[src/shared/bbox_pkg.sv]
// Package with encodings, field positions and constants of the executor.
package bbox_pkg;
  localparam int PC_W      = 21;
  localparam int ADDR_W    = 12;
  localparam int BANK_W    = 4;
  // Opcode and operand field positions in the 16-bit instruction word.
  localparam int OP4_HI    = 15;
  localparam int OP4_LO    = 12;
  localparam int OP8_LO    = 8;
  localparam int BIT_HI    = 11;
  localparam int BIT_LO    = 9;
  localparam int ACC_POS   = 8;
  localparam int REL_SEL   = 11;
  // Opcodes.
  localparam logic [7:0] OPC_BNZ_E  = 8'hE1;
  localparam logic [7:0] OPC_BOV_E  = 8'hE4;
  localparam logic [7:0] OPC_BRANCH_IF_NO_OVERFLOW_E = 8'hE5;
  localparam logic [3:0] OPC_RJMP   = 4'hD;
  localparam logic [3:0] OPC_SETB   = 4'h8;
  localparam logic [3:0] OPC_TOGB   = 4'h7;
  localparam logic [3:0] OPC_TSKC   = 4'hB;
  localparam logic [3:0] OPC_TSKS   = 4'hA;
  // Access bank: addresses below the split map to bank 0, the rest to
  // the top bank.
  localparam logic [7:0] ACC_SPLIT  = 8'h80;
  localparam logic [3:0] ACC_HIBANK = 4'hF;
  localparam logic [3:0] ACC_LOBANK = 4'h0;
  // Quarter phases of an instruction cycle.
  localparam logic [1:0] Q_ONE      = 2'h0;
  localparam logic [1:0] Q_TWO      = 2'h1;
  localparam logic [1:0] Q_FOUR     = 2'h3;
  localparam logic [PC_W-1:0] PC_RST = 21'h000000;
  localparam logic [PC_W-1:0] PC_STEP = 21'h000002;
endpackage

[src/bbox_qgen.sv]
// Quarter phase generator of the instruction cycle.
`timescale 1ns/1ns
module bbox_qgen (
  input  wire logic       clk_i,
  input  wire logic       rst_i,
  output logic [1:0]      quarter_o,
  output logic            q_four_o
);
  // Counts four quarters, one per system clock.
  always_ff @(posedge clk_i or posedge rst_i) begin
    if (rst_i) begin
      quarter_o <= bbox_pkg::Q_ONE;
    end else begin
      quarter_o <= quarter_o + 2'h1;
    end
  end

  // Last quarter strobe.
  assign q_four_o = (quarter_o == bbox_pkg::Q_FOUR);
endmodule

[src/bbox_bitop.sv]
// Single-bit modify and test unit for data register values.
`timescale 1ns/1ns
module bbox_bitop (
  input  wire logic [7:0] data_i,
  input  wire logic [2:0] bit_i,
  input  wire logic       toggle_i,
  output logic [7:0]      result_o,
  output logic            bit_o
);
  logic [7:0] mask;

  // Forces the selected bit to one or inverts it.
  always_comb begin
    mask = 8'h01 << bit_i;
    bit_o = data_i[bit_i];
    if (toggle_i) begin
      result_o = data_i ^ mask;
    end else begin
      result_o = data_i | mask;
    end
  end
endmodule

[src/bbox_exec.sv]
// Executor for relative branches and single-bit instructions.
// Summary of operation
// - Branch-if-nonzero, 1110 0001 with offset, branches when zero is clear.
// - Branch-if-overflow, 1110 0100 with offset, branches when overflow set.
// - Branch-if-no-overflow, 1110 0101, branches when overflow is clear.
// - A relative branch target is the instruction address plus 2 plus 2n.
// - Untaken branch is one cycle; taken writes PC in quarter four plus a nop.
// - Relative jump 1101 0 with 11-bit offset always branches in two cycles.
// - Set-single-bit 1000 forces the chosen bit of the register to one.
// - Toggle-single-bit 0111 reads in quarter two and writes in quarter four.
// - Test-skip-if-clear 1011 and if-set 1010 skip by discarding the next word.
// - A test is one cycle, two on skip, three if the skipped one is two words.
// - Access flag zero selects the access bank, one uses the bank select reg.
//
// The placing of the registers and strobed register access were chosen for this implementation.
`timescale 1ns/1ns
module bbox_exec (
  input  wire logic                     CLK_SYS_I,
  input  wire logic                     RST_I,
  input  wire logic [15:0]              INSTR_I,
  input  wire logic                     NEXT_TWO_WORD_I,
  input  wire logic                     ZERO_I,
  input  wire logic                     OVF_I,
  input  wire logic                     FLAG_WE_I,
  input  wire logic                     ZERO_NEW_I,
  input  wire logic                     OVF_NEW_I,
  input  wire logic [3:0]               BANK_SELECT_REG_I,
  input  wire logic [7:0]               DATA_RD_I,
  output logic [bbox_pkg::PC_W-1:0]     PROGRAM_COUNTER_O,
  output logic [bbox_pkg::ADDR_W-1:0]   DATA_ADDR_O,
  output logic [7:0]                    DATA_WR_O,
  output logic                          DATA_RD_EN_O,
  output logic                          DATA_WE_O,
  output logic                          FLAG_HOLD_O,
  output logic                          NOP_CYCLE_O,
  output logic [1:0]                    QUARTER_O
);
  typedef enum logic [1:0] {BBOX_RUN, BBOX_NOP1, BBOX_NOP2} bbox_state_e;

  bbox_state_e                   state;
  bbox_state_e                   next_state;
  logic [1:0]                    quarter;
  logic                          q_four;
  logic [bbox_pkg::PC_W-1:0]     inst_addr;
  logic [bbox_pkg::PC_W-1:0]     next_pc;
  logic [bbox_pkg::PC_W-1:0]     target;
  logic [bbox_pkg::PC_W-1:0]     offs;
  logic                          is_cond;
  logic                          is_rjmp;
  logic                          is_set;
  logic                          is_tog;
  logic                          is_test;
  logic                          take;
  logic                          zero_now;
  logic                          ovf_now;
  logic [7:0]                    bit_res;
  logic                          bit_val;
  logic                          skip;
  logic [7:0]                    rd_hold;
  logic                          pc_hold;

  // Maps the access flag and file address to a full data address.
  function automatic logic [bbox_pkg::ADDR_W-1:0] data_addr(
    input logic       acc,
    input logic [7:0] f,
    input logic [3:0] bank_select_reg
  );
    logic [3:0] bank;
    bank = bank_select_reg;
    if (!acc) begin
      bank = (f < bbox_pkg::ACC_SPLIT) ? bbox_pkg::ACC_LOBANK
                                       : bbox_pkg::ACC_HIBANK;
    end
    return {bank, f};
  endfunction

  bbox_qgen u_qgen (
    .clk_i     (CLK_SYS_I),
    .rst_i     (RST_I),
    .quarter_o (quarter),
    .q_four_o  (q_four)
  );

  bbox_bitop u_bitop (
    .data_i   (rd_hold),
    .bit_i    (INSTR_I[bbox_pkg::BIT_HI:bbox_pkg::BIT_LO]),
    .toggle_i (is_tog),
    .result_o (bit_res),
    .bit_o    (bit_val)
  );

  assign QUARTER_O = quarter;

  // Instruction decode, only valid in the executing state.
  always_comb begin
    is_cond = 1'b0;
    is_rjmp = 1'b0;
    is_set  = 1'b0;
    is_tog  = 1'b0;
    is_test = 1'b0;
    if (state == BBOX_RUN) begin
      is_cond = (INSTR_I[15:bbox_pkg::OP8_LO] == bbox_pkg::OPC_BNZ_E) ||
                (INSTR_I[15:bbox_pkg::OP8_LO] == bbox_pkg::OPC_BOV_E) ||
                (INSTR_I[15:bbox_pkg::OP8_LO] == bbox_pkg::OPC_BRANCH_IF_NO_OVERFLOW_E);
      is_rjmp = (INSTR_I[bbox_pkg::OP4_HI:bbox_pkg::OP4_LO]
                 == bbox_pkg::OPC_RJMP) && !INSTR_I[bbox_pkg::REL_SEL];
      is_set  = INSTR_I[bbox_pkg::OP4_HI:bbox_pkg::OP4_LO]
                == bbox_pkg::OPC_SETB;
      is_tog  = INSTR_I[bbox_pkg::OP4_HI:bbox_pkg::OP4_LO]
                == bbox_pkg::OPC_TOGB;
      is_test = (INSTR_I[bbox_pkg::OP4_HI:bbox_pkg::OP4_LO]
                 == bbox_pkg::OPC_TSKC) ||
                (INSTR_I[bbox_pkg::OP4_HI:bbox_pkg::OP4_LO]
                 == bbox_pkg::OPC_TSKS);
    end
  end

  // Flags include an update written in the same cycle by the previous op.
  assign zero_now = FLAG_WE_I ? ZERO_NEW_I : ZERO_I;
  assign ovf_now  = FLAG_WE_I ? OVF_NEW_I : OVF_I;

  // Branch condition per opcode.
  always_comb begin
    take = 1'b0;
    case (INSTR_I[15:bbox_pkg::OP8_LO])
      bbox_pkg::OPC_BNZ_E:  take = !zero_now;
      bbox_pkg::OPC_BOV_E:  take = ovf_now;
      bbox_pkg::OPC_BRANCH_IF_NO_OVERFLOW_E: take = !ovf_now;
      default:              take = 1'b0;
    endcase
    take = (take && is_cond) || is_rjmp;
  end

  // Sign-extended doubled offset for the 8-bit and 11-bit forms.
  always_comb begin
    if (is_rjmp) begin
      offs = {{(bbox_pkg::PC_W-12){INSTR_I[10]}}, INSTR_I[10:0], 1'b0};
    end else begin
      offs = {{(bbox_pkg::PC_W-9){INSTR_I[7]}}, INSTR_I[7:0], 1'b0};
    end
    target = inst_addr + bbox_pkg::PC_STEP + offs;
  end

  // Skip decision from the tested bit.
  assign skip = is_test && (bit_val ==
    (INSTR_I[bbox_pkg::OP4_HI:bbox_pkg::OP4_LO] == bbox_pkg::OPC_TSKS));

  // Sequencer: nop cycles after taken branches and skips.
  always_comb begin
    next_state = state;
    case (state)
      BBOX_RUN: begin
        if (take) begin
          next_state = BBOX_NOP1;
        end else if (skip) begin
          next_state = NEXT_TWO_WORD_I ? BBOX_NOP2 : BBOX_NOP1;
        end
      end
      BBOX_NOP2: next_state = BBOX_NOP1;
      BBOX_NOP1: next_state = BBOX_RUN;
      default:   next_state = BBOX_RUN;
    endcase
  end

  // State advances at the end of each instruction cycle.
  always_ff @(posedge CLK_SYS_I or posedge RST_I) begin
    if (RST_I) begin
      state <= BBOX_RUN;
    end else if (q_four) begin
      state <= next_state;
    end
  end

  // Remembers that the pending nop follows a taken branch, so the flushed
  // word must not advance the counter past the branch target.
  always_ff @(posedge CLK_SYS_I or posedge RST_I) begin
    if (RST_I) begin
      pc_hold <= 1'b0;
    end else if (q_four) begin
      pc_hold <= (state == BBOX_RUN) && take;
    end
  end

  // Program counter: written in quarter four, else steps one word.
  // Skipped words still step it, a flushed branch word does not.
  always_comb begin
    next_pc = PROGRAM_COUNTER_O + bbox_pkg::PC_STEP;
    if (take) begin
      next_pc = target;
    end else if (pc_hold && (state != BBOX_RUN)) begin
      next_pc = PROGRAM_COUNTER_O;
    end
  end

  always_ff @(posedge CLK_SYS_I or posedge RST_I) begin
    if (RST_I) begin
      PROGRAM_COUNTER_O <= bbox_pkg::PC_RST;
      inst_addr         <= bbox_pkg::PC_RST;
    end else if (q_four) begin
      PROGRAM_COUNTER_O <= next_pc;
      inst_addr         <= next_pc;
    end
  end

  // Data address for the bit instructions.
  always_ff @(posedge CLK_SYS_I or posedge RST_I) begin
    if (RST_I) begin
      DATA_ADDR_O <= '0;
    end else if (quarter == bbox_pkg::Q_ONE) begin
      DATA_ADDR_O <= data_addr(INSTR_I[bbox_pkg::ACC_POS], INSTR_I[7:0],
                               BANK_SELECT_REG_I);
    end
  end

  // Read strobe in quarter two; captured value held for the op.
  assign DATA_RD_EN_O = (quarter == bbox_pkg::Q_TWO) &&
                        (is_set || is_tog || is_test);

  always_ff @(posedge CLK_SYS_I or posedge RST_I) begin
    if (RST_I) begin
      rd_hold <= 8'h00;
    end else if (DATA_RD_EN_O) begin
      rd_hold <= DATA_RD_I;
    end
  end

  // Write back of the modified register in quarter four.
  always_ff @(posedge CLK_SYS_I or posedge RST_I) begin
    if (RST_I) begin
      DATA_WE_O <= 1'b0;
      DATA_WR_O <= 8'h00;
    end else begin
      DATA_WE_O <= (quarter == 2'h2) && (is_set || is_tog);
      DATA_WR_O <= bit_res;
    end
  end

  // Status flags are frozen for all instructions handled here.
  assign FLAG_HOLD_O = is_cond || is_rjmp || is_set || is_tog ||
                       is_test || (state != BBOX_RUN);
  assign NOP_CYCLE_O = (state != BBOX_RUN);

  // Checks.
  pc_on_take_a: assert property (@(posedge CLK_SYS_I) disable iff (RST_I)
    (q_four && take) |=> PROGRAM_COUNTER_O == $past(target))
    else $error("taken branch did not load target");
  nop_after_take_a: assert property (@(posedge CLK_SYS_I) disable iff (RST_I)
    (q_four && take) |=> NOP_CYCLE_O [*4])
    else $error("no nop cycle after taken branch");
  untaken_step_a: assert property (@(posedge CLK_SYS_I) disable iff (RST_I)
    (q_four && is_cond && !take) |=>
      PROGRAM_COUNTER_O ==
        $past(PROGRAM_COUNTER_O) + bbox_pkg::PC_STEP)
    else $error("untaken branch did not step");
  ovf_cond_a: assert property (@(posedge CLK_SYS_I) disable iff (RST_I)
    (is_cond && INSTR_I[15:8] == bbox_pkg::OPC_BOV_E) |->
      take == ovf_now)
    else $error("overflow branch condition wrong");
  novf_cond_a: assert property (@(posedge CLK_SYS_I) disable iff (RST_I)
    (is_cond && INSTR_I[15:8] == bbox_pkg::OPC_BRANCH_IF_NO_OVERFLOW_E) |->
      take == !ovf_now)
    else $error("no-overflow branch condition wrong");
  rjmp_always_a: assert property (@(posedge CLK_SYS_I) disable iff (RST_I)
    is_rjmp |-> take)
    else $error("relative jump not taken");
  skip_two_a: assert property (@(posedge CLK_SYS_I) disable iff (RST_I)
    (q_four && skip && NEXT_TWO_WORD_I && !take) |=> NOP_CYCLE_O [*8])
    else $error("two-word skip too short");
  write_q4_a: assert property (@(posedge CLK_SYS_I) disable iff (RST_I)
    DATA_WE_O |-> quarter == bbox_pkg::Q_FOUR)
    else $error("write back outside quarter four");
  flag_hold_a: assert property (@(posedge CLK_SYS_I) disable iff (RST_I)
    (is_set || is_tog || is_test) |-> FLAG_HOLD_O)
    else $error("flags not held");
  // The flushed word after a taken branch leaves the target in place.
  pc_flush_a: assert property (@(posedge CLK_SYS_I) disable iff (RST_I)
    (q_four && pc_hold && state == BBOX_NOP1) |=>
      PROGRAM_COUNTER_O == $past(PROGRAM_COUNTER_O))
    else $error("counter moved during branch flush");
  // The data read strobe belongs to quarter two only.
  read_q2_a: assert property (@(posedge CLK_SYS_I) disable iff (RST_I)
    DATA_RD_EN_O |-> quarter == bbox_pkg::Q_TWO)
    else $error("read strobe outside quarter two");
  // Nop cycles never let the status flags move.
  nop_hold_a: assert property (@(posedge CLK_SYS_I) disable iff (RST_I)
    NOP_CYCLE_O |-> FLAG_HOLD_O)
    else $error("flags not held in nop cycle");
  // With the access flag clear the bank is one of the two access halves.
  access_bank_a: assert property (@(posedge CLK_SYS_I) disable iff (RST_I)
    (quarter == bbox_pkg::Q_TWO && (is_set || is_tog || is_test) &&
     !INSTR_I[bbox_pkg::ACC_POS]) |->
      (DATA_ADDR_O[11:8] == bbox_pkg::ACC_LOBANK ||
       DATA_ADDR_O[11:8] == bbox_pkg::ACC_HIBANK))
    else $error("access bank not selected");

  taken_c: cover property (@(posedge CLK_SYS_I) disable iff (RST_I)
    q_four && take && is_cond);
  skip_c: cover property (@(posedge CLK_SYS_I) disable iff (RST_I)
    q_four && skip);
  toggle_c: cover property (@(posedge CLK_SYS_I) disable iff (RST_I)
    DATA_WE_O && is_tog);
  skip_long_c: cover property (@(posedge CLK_SYS_I) disable iff (RST_I)
    q_four && skip && NEXT_TWO_WORD_I);
  jump_c: cover property (@(posedge CLK_SYS_I) disable iff (RST_I)
    q_four && is_rjmp);
endmodule

[config.mk]
export PLATFORM = sky130hd
export DESIGN_NAME = bbox_exec
export DESIGN_NICKNAME = d
export VERILOG_FILES = /design/src/shared/bbox_pkg.sv /design/src/bbox_qgen.sv /design/src/bbox_bitop.sv /design/src/bbox_exec.sv
export SDC_FILE = /design/constraint.sdc
export NUM_CORES = 1
export LEC_CHECK = 0
export BUFFER_PORTS_ARGS = -buffer_cell sky130_fd_sc_hd__buf_2
export CAP_MARGIN = 20
export CORE_MARGIN = 2
export CORE_UTILIZATION = 55
export CTS_CLUSTER_DIAMETER = 120
export DETAILED_ROUTE_END_ITERATION = 6
export GPL_TIMING_DRIVEN = 1
export HOLD_SLACK_MARGIN = 0.15
export PLACE_DENSITY_LB_ADDON = 0.25
export SYNTH_ARGS = -nofsm -noshare
export SYNTH_HDL_FRONTEND = slang
export SYNTH_HIERARCHICAL = 1
export SYNTH_SLANG_ARGS = --single-unit
[constraint.sdc]
create_clock -name CLK_SYS_I -period 9.8 [get_ports CLK_SYS_I]
set_clock_uncertainty 0.15 [all_clocks]
set_input_delay 1.47 -clock CLK_SYS_I [delete_from_list [all_inputs] [get_ports CLK_SYS_I]]
set_output_delay 1.47 -clock CLK_SYS_I [all_outputs]
set_load 0.05 [all_outputs]
# Yosys cells after proc, flatten, opt, wreduce, memory -nomap -nowiden
# Cells that the tools add are included.
# Widths: inputs -> output; s select.
# totals
regBits	55
inputBits	36
output_inout_bits	47
word_cells	77
# op_classes
addsub	3
order_cmp	2
n_eq_ne	15
n_shift	1
muxes	20
bitwise	2
reduce_logical	26
# op_table
operator	count
$mux 21	3
$eq 8x8->1 const B	3
$add 21x2->21 const B	1
$add 21x21->21	1
$eq 4x4->1 const B	4
$logic_or 1x1->1	11
$lt 8x8->1 const B	1
$mux 1	8
$mux 4	2
$mux 8	1
$or 8x8->8	1
$shl 1x3->8 const A	1
$xor 8x8->8	1
$logic_and 1x1->1	7
$eq 2x2->1 const B	3
$mux 2	3
$eq 4x3->1 const B	1
$logic_not 2->1	2
$lt 3x4->1 const B	1
$pmux 2 s2	1
$reduce_and 2->1	2
$bmux 1 s3	1
$logic_not 1->1	3
$ne 3x3->1 const B	1
other kinds (6)	6

# Depth between registers and ports, before layout
# Gate-level depths: netlist of the first run.
# logic_depth
word_depth	9
mapped_depth	16
ltp_nobuf	15

# Modules after synthesis
# Netlist of the first run, hierarchy kept.
# modules_own_cells
module	n_inst	cells_each	area_per_inst_um2	seq_area_each_um2
bbox_exec	1	404	3699.8	1301.2
bbox_bitop	1	54	367.9	0.0
bbox_qgen	1	5	70.1	50.0

# Least setup slack after synthesis of the first run
# Ideal clock, no wire load.
# synth_path
kind	input to register
startpoint	in INSTR_I[11]
endpoint	reg inst_addr[20] (netlist bit)
setup_time_ps	82
t_arrival_ps	4882
required_ps	9568
setup_slack_ps	4686
cell_stages	12
path_buffers	0
cell_sequence	nand2b_1 nor4_4 mux2i_1 clkinv_1 ha_1 nand3_1 o31ai_1 a2111oi_1 or4_4 a31o_1 a221oi_2 xor2_1
# synth_between
elab_chain_cells	8
elab_cells_between_ends	17
classes_between	add/sub: 1; eq/ne: 4; mux: 5; reduce/logical: 7
# synth_lines
element	line	rtl
start, declared	bbox_exec.sv:20	input wire logic [15:0] INSTR_I,
parallel branches: the longest is 8 deep, another holds $add 21x21->21	--	
end signal, assigned	bbox_exec.sv:198	inst_addr <= bbox_pkg::PC_RST;
end signal, assigned	bbox_exec.sv:201	inst_addr <= next_pc;
end, declared	bbox_exec.sv:44	logic [bbox_pkg::PC_W-1:0] inst_addr;
# Parallel ways; which one is timed is not known.
# A chain may end at the register's enable or synchronous reset.

# Worst setup path after layout of the first run
# Same ends and word-level chain as after synthesis.

==> results by group, run 1 <==
Logic synthesis
  – Cell variety after synth: 71
  – Post-synthesis xor/xnor area fraction: 0.0801
  – Top-count cell post-synth: dfrtp_1
  – Post-synthesis register bit count: 54
  – Simple-Gate Fraction of Synth Area: 0.196
  – Main synth FF type: dfrtp_1
  – Compound-Gate Fraction of Synth Area: 0.175
  – List of most frequent post-synthesis cells: dfrtp_1 (54), o21ai_0 (40), a21oi_1 (38)
  – Seq/Total Area, Yosys: 0.327
  – Synthesized area: 0.00414 mm2
  – Synth Area in Adders: 0.0895
  – Largest area contributor in the netlist: dfrtp_1
  – Syn Nets: 528
  – Post-synth ARST share: 1.00
  – Mux cell area share after synthesis: 0.0835
  – Synth top area cells: dfrtp_1 (33%), ha_1 (8.5%), mux2_2 (5.4%), xnor2_1 (4.9%), o21ai_0 (4.8%)
  – Post-synthesis cell count: 463
  – Number of synthesized flops with an enable pin: 0
  – Synth warnings: 6
  – Combinational family with the most area after synthesis: simple AND/OR/NAND/NOR gates
  – Area share of the largest cell type after synthesis: 0.327
  – Syn avg cell area: 8.94 um2

Detailed routing
  – Routed WL: 9660 um
  – Per-cell routed wire length: 15.2 um
  – Initial DRC count: 168
  – Routed Antenna Nets: 0
  – DRC viols: 0
  – First-pass detailed-route iteration total: 5
  – Via density: 5.77
  – Vias: 3671

Timing
  – Final hold violation count: 0
  – Unrepaired setup endpoints after global routing: false
  – Sum Neg Setup Slack: 0 ns
  – Fin crit share: 0.581
  – Final setup violation count: 0
  – Max Transition Viols Final: 0
  – Fmax achieved: 0.176 GHz
  – Slew headroom: 0.442
  – Worst Max-Slew Pin Slew: 0.835 ns
  – Tmin final: 5.69 ns

Setup path
  – Data arrival, critical path: 5.78 ns
  – Worst Path Max Fanout: 14
  – CP Cell Sequence: buf_2 -> nand2b_1 -> nor4_4 -> mux2i_1 -> buf_4 -> clkinv_1 -> ha_1 -> nand3_1 -> o31ai_1 -> a2111oi_1 -> or4_4 -> a31o_1 -> a221oi_2 -> xor2_1
  – Setup crit end kind: register
  – CP Data Required Time: 9.89 ns
  – Crit path kind: input pin to register
  – Top delay family on crit path: simple AND/OR/NAND/NOR gates
  – Crit path launch type: input pin
  – Longest individual stage delay on the worst path: 0.58 ns
  – Slowest CP cell: or4_4
  – Bufs and invs on worst path: 3

GRT
  – GR met1 Demand/Resource: 0.305
  – Vias in the first global route: 3445
  – Pin count of the biggest net entering global routing: 53
  – Total Routing Usage GR: 0.242
  – First-pass GRT wire length: 16200 um
  – GRT overflow: 0
  – Met2 Usage GRT: 0.423
  – Initial antenna violation count: 0
  – Grt met3 use: 0.0442
  – GRT busiest layer: met2

Clock tree
  – Clk pin slew, worst setup/hold paths: 0.09 ns
  – Clock root buffer: clkbuf_8
  – Clk buf depth: 2
  – Post-CTS sizing: 0
  – CTS tree: built
  – Num CTS Buffers: 5
  – Post-CTS setup buffer count: 0
  – Clock sink count: 54
  – H-tree levels: 2
  – Hold buffer count at cts: 0
  – Clk Latency, worst-skew pair: 0.32 ns

Floorplanning
  – Die outline height: 90.7 um
  – Die area: 0.00823 mm2
  – Row count: 31
  – Core Region: 0.00725 mm2
  – Top Ports: 83
  – Die span in x: 90.7 um
  – Starting Density: 0.570

Layout
  – Diodes inserted: 0
  – Area Overhead vs Synth: 14.7%
  – Area taken by multi-input logic gates: 0.00259 mm2
  – Finished Core Util: 0.654
  – Final-layout fill cell count: 621
  – Share of layout cells above drive strength 1: 0.264
  – Sequential cell area: 0.00135 mm2
  – Final #Nets: 601

Power and ir drop
  – Cell Pwr Density: 256 mW/mm2
  – Leakage power: 2.18 nW
  – Worst vdd ir: 0.224 mV

Place
  – Placed wire-length estimate: 7250 um
  – GPL Wtd Cong: 0.855
  – Port buffer count: 81

Flow run
  – Max-Cap Viols: 0

Min path
  – Worst Hold Class: register to register

Outcome
  – Outcome: finished, final reports clean
-- path summary, 6_finish.rpt --
check	from	endpoint	slack (ns)	cells past startpoint
setup / recovery	INSTR_I[11]	inst_addr[20]	4.11	14
hold / removal	inst_addr[20]	inst_addr[20]	0.32	1
setup reg to reg	state[1]	inst_addr[20]	4.85	14
hold reg to reg	inst_addr[20]	inst_addr[20]	0.32	1
max in group asynchronous	RST_I	inst_addr[17]	7.95	3
min in group asynchronous	RST_I	u_qgen/quarter_o[1]	0.85	2
-- through the flow --
| stage | instances | total power, mW | instance area (um2) | hold WS, ns | setup WS, ns |
|---|---|---|---|---|---|
| after global placement | 625 | 1.04 | 4590 | 0.311 | 3.31 |
| after global routing | 636 | 1.31 | 4750 | 0.371 | 3.68 |
| final | 636 | 1.22 | 4750 | 0.325 | 4.11 |
| after CTS | 633 | 1.22 | 4710 | 0.335 | 3.38 |
| after floorplan | 463 | 0.901 | 4140 | 0.339 | 4.69 |
| after detailed placement | 625 | 1.05 | 4590 | 0.322 | 3.08 |
-- cells by family after synthesis --
| group | Yosys count |
|---|---|
| AND/OR/NAND/NOR | 144 |
| AO/OA/AOI/OAI | 118 |
| flip-flops | 54 |
| buffers and inverters | 48 |
| XOR/XNOR | 37 |
| multiplexers | 32 |
| adder cells (fa/ha/maj) | 29 |
| other | 1 |
-- power breakdown --
part | leakage [nW] | internal [mW] | switching [mW] | total [mW]
Clock | 0.0618 | 0.0841 | 0.0761 | 0.160
Sequential | 0.635 | 0.272 | 0.0682 | 0.340
Combinational | 1.48 | 0.260 | 0.457 | 0.716
-- registers in the layout (all words and copies together), names as in the netlist --
name              count
u_qgen/quarter_o      2
DATA_ADDR_O          12
DATA_WE_O             1
state                 2
pc_hold               1
inst_addr            20
rd_hold               8
DATA_WR_O             8
-- cells in the final DEF (no fill, tap or decap), types with 3 or more instances in the layout --
cell      synthesis  final
o31ai_1           4      4
nand3_1          16     16
nor2b_1           4      4
o21ai_0          40     40
nor3_1            7      7
xor2_1           13     13
dfrtp_1          54     54
nand2_1          35     35
a211oi_1          4      4
nand4_1           5      5
clkbuf_8          0      6
a21o_1            3      3
mux2i_1          12     12
ha_1             28     28
or2_2             6      6
mux2_2           20     20
nand2b_1          4      4
and3_1            7      7
buf_4             2      3
nor2_1           31     31
inv_1            27     26
xnor2_1          23     23
and2_1            3      3
nor4_1            4      4
a21oi_1          38     38
buf_2             3     81
-- layer usage --
layer / up-vias / part of all wire
li1: 1813 / -
met1: 1742 / 0.44
met2: 99 / 0.49
met3: 17 / 0.048
met4: 0 / 0.019
met5: - / 0
-- final cells by class --
| class | instances | share of cell area |
|---|---|---|
| Tap cell | 99 | 0.0261 |
| Clock buffer | 6 | 0.0174 |
| Clock inverter | 2 | 0.00817 |
| Multi-Input combinational cell | 361 | 0.546 |
| Inverter | 29 | 0.0229 |
| Timing Repair Buffer | 85 | 0.0944 |
| Sequential cell | 54 | 0.285 |
(Power assumes the default switching activity.)
==> run 2, diff against run 1 <==
- CORE_UTILIZATION: 55 -> 51
- clock period: 9.8 -> 4.7 ns (I/O delays scaled with it)
==> results by group, run 2 (same netlist as run 1, synthesis figures left out) <==
Outcome
  – Outcome: finished, final reports clean (unchanged)

Floorplanning
  – Starting Density: 0.530 (was 0.570)
  – Die span in x: 94.1 um (was 90.7 um)
  – Core Region: 0.00781 mm2 (was 0.00725 mm2)
  – Die outline height: 94.1 um (was 90.7 um)
  – Die area: 0.00885 mm2 (was 0.00823 mm2)
  – Top Ports: 83 (unchanged)
  – Row count: 32 (was 31)

GRT
  – Vias in the first global route: 3445 (unchanged)
  – Total Routing Usage GR: 0.235 (was 0.242)
  – Initial antenna violation count: 0 (unchanged)
  – First-pass GRT wire length: 16500 um (was 16200 um)
  – Pin count of the biggest net entering global routing: 41 (was 53)
  – GRT overflow: 0 (unchanged)

Detailed routing
  – First-pass detailed-route iteration total: 4 (was 5)
  – Met2 wire len: 4930 um (was 4730 um)
  – DRC viols: 0 (unchanged)
  – Via density: 5.67 (was 5.77)
  – Routed Antenna Nets: 0 (unchanged)
  – Wl on met1: 4530 um (was 4280 um)
  – Vias: 3649 (was 3671)
  – Top Layer Used: met4 (unchanged)
  – Met3 wire length: 373 um (was 463 um)
  – Routed WL: 9920 um (was 9660 um)
  – Per-cell routed wire length: 15.4 um (was 15.2 um)
  – Initial DRC count: 176 (was 168)

Timing
  – Max Transition Viols Final: 0 (unchanged)
  – Slew headroom: 0.419 (was 0.442)
  – Tmin final: 4.25 ns
  – Final hold violation count: 0 (unchanged)
  – Worst setup margin: 0.454 ns (was 4.11 ns)
  – Fin crit share: 0.903
  – Unrepaired setup endpoints after global routing: false (unchanged)
  – Sum Neg Setup Slack: 0 ns (unchanged)
  – Worst Max-Slew Pin Slew: 0.869 ns (was 0.835 ns)
  – Final setup violation count: 0 (unchanged)
  – Fmax achieved: 0.236 GHz

Setup path
  – CP Cell Sequence: ha_1 -> nand4_4 -> nor3_1 -> xor2_1 -> ha_1 -> nand3_1 -> o31ai_1 -> a2111oi_1 -> buf_4 -> or4_4 -> a31o_1 -> a221oi_2 -> xor2_1 (was buf_2 -> nand2b_1 -> nor4_4 -> mux2i_1 -> buf_4 -> clkinv_1 -> ha_1 -> nand3_1 -> o31ai_1 -> a2111oi_1 -> or4_4 -> a31o_1 -> a221oi_2 -> xor2_1)
  – Bufs and invs on worst path: 1 (was 3)
  – Worst R2R Setup Slack: 0.45 ns (was 4.85 ns)
  – FF-to-FF path depth: 13 (was 14)
  – Crit path kind: register to register (was input pin to register)
  – Worst Path Max Fanout: 5 (was 14)
  – Data arrival, critical path: 4.34 ns (was 5.78 ns)
  – Crit path launch type: register (was input pin)
  – CP Data Required Time: 4.80 ns (was 9.89 ns)
  – Longest individual stage delay on the worst path: 0.53 ns (was 0.58 ns)
  – Critical Path Stages: 13 (was 14)
  – FF-to-FF Start: inst_addr[2] (was state[1])
  – Top delay family on crit path: simple AND/OR/NAND/NOR gates (unchanged)
  – Worst R2R End: inst_addr[20] (unchanged)
  – Setup crit end kind: register (unchanged)
  – Slowest CP cell: or4_4 (unchanged)
  – CP Capture Point: inst_addr[20] (unchanged)
  – Crit. Startpoint: inst_addr[2] (was INSTR_I[11])

Clock tree
  – H-tree levels: 2 (unchanged)
  – Clk pin slew, worst setup/hold paths: 0.11 ns (was 0.09 ns)
  – Clk buf depth: 2 (unchanged)
  – Clk Latency, worst-skew pair: 0.31 ns (was 0.32 ns)
  – Num CTS Buffers: 5 (unchanged)
  – Post-CTS sizing: 0 (unchanged)
  – Clock sink count: 54 (unchanged)
  – Hold buffer count at cts: 1 (was 0)
  – Clock root buffer: clkbuf_8 (unchanged)
  – Post-CTS setup buffer count: 0 (unchanged)
  – CTS tree: built (unchanged)

Layout
  – Diodes inserted: 0 (unchanged)
  – Highest-count cells in the layout ignoring fill and taps: buf_2 (81), dfrtp_1 (54), o21ai_0 (40), a21oi_1 (38), nand2_1 (35) (unchanged)
  – Top reg by flops: inst_addr (unchanged)
  – Most common cell after layout, fill and taps aside: buf_2 (unchanged)
  – Area Overhead vs Synth: 15.4% (was 14.7%)
  – Final #Nets: 606 (was 601)
  – Max reg flops: 20 (unchanged)
  – Largest regs: inst_addr: 20 flops, DATA_ADDR_O: 12 flops (unchanged)
  – Share of layout cells above drive strength 1: 0.269 (was 0.264)

Min path
  – Hold Path Stages: 1 (unchanged)
  – Worst Hold Class: register to register (unchanged)

Power and ir drop
  – Worst vdd ir: 0.411 mV (was 0.224 mV)
  – Leakage power: 2.20 nW (was 2.18 nW)
  – Cell Pwr Density: 534 mW/mm2 (was 256 mW/mm2)

Place
  – GPL Wtd Cong: 0.899 (was 0.855)
  – Port buffer count: 81 (unchanged)
  – Post-Place Worst Slack: 0.202 ns (was 3.08 ns)
  – Placed wire-length estimate: 7610 um (was 7250 um)

Flow run
  – Max-Cap Viols: 0 (unchanged)
[run 2: changes by cell type in the layout (fill, tap and decap cells not counted)]
cell	delta
buf_4	+5
buf_12	-1
clkbuf_8	-1
dlygate4sd3_1	+1
inv_6	+1
[run 2: worst min-delay path by stage]
stage / start / end / slack (ns)
after detailed placement: inst_addr[20] / inst_addr[20] / 0.32
after global placement: inst_addr[20] / inst_addr[20] / 0.33
after floorplan: RST_I / u_qgen/quarter_o[0] / 0.30
after global routing: inst_addr[20] / inst_addr[20] / 0.36
final: inst_addr[20] / inst_addr[20] / 0.34
after CTS: inst_addr[20] / inst_addr[20] / 0.34
[run 2: worst reg2reg max path, delay by kind of cell (launching register included)]
family,cells,cell delay [ns]
buffers and inverters,1,0.18
and+or+nand+nor,4,1.27
xor gates and xnor gates,2,0.34
adders and majority gates,2,0.71
DFF,1,0.46
AOI/OAI and AO/OA,4,1.08
[run 2: layer usage]
metal | vias up | track usage
met5 | - | 0
met4 | 0 | 0.0386
met3 | 8 | 0.0361
met2 | 75 | 0.410
met1 | 1756 | 0.314
li1 | 1810 | -
[run 2: cell type report]
class	count	area, um2
Clock inverter	3	47.5
Sequential cell	54	1350
Tap cell	102	128
Fill cell	713	3030
Multi-Input combinational cell	361	2590
Clock buffer	5	68.8
Inverter	29	109
Timing Repair Buffer	90	475
[run 2: report_power, final]
part / total, mW / internal [mW] / switching [mW] / leakage [nW]
Combinational: 1.51 / 0.549 / 0.957 / 1.50
Clock: 0.335 / 0.163 / 0.172 / 0.0591
Sequential: 0.707 / 0.567 / 0.140 / 0.635
[run 2: metrics by stage]
stage	instance area [um2]	util	hold WS (ns)	power [mW]	instances
3_5_place_dp	4640	0.594	0.324	2.22	634
3_3_place_gp	4640	0.594	0.331	2.19	634
5_1_grt	4770	0.611	0.355	2.73	644
6_report	4770	0.611	0.342	2.55	644
4_1_cts	4770	0.610	0.339	2.56	643
2_1_floorplan	4140	-	0.296	1.88	463
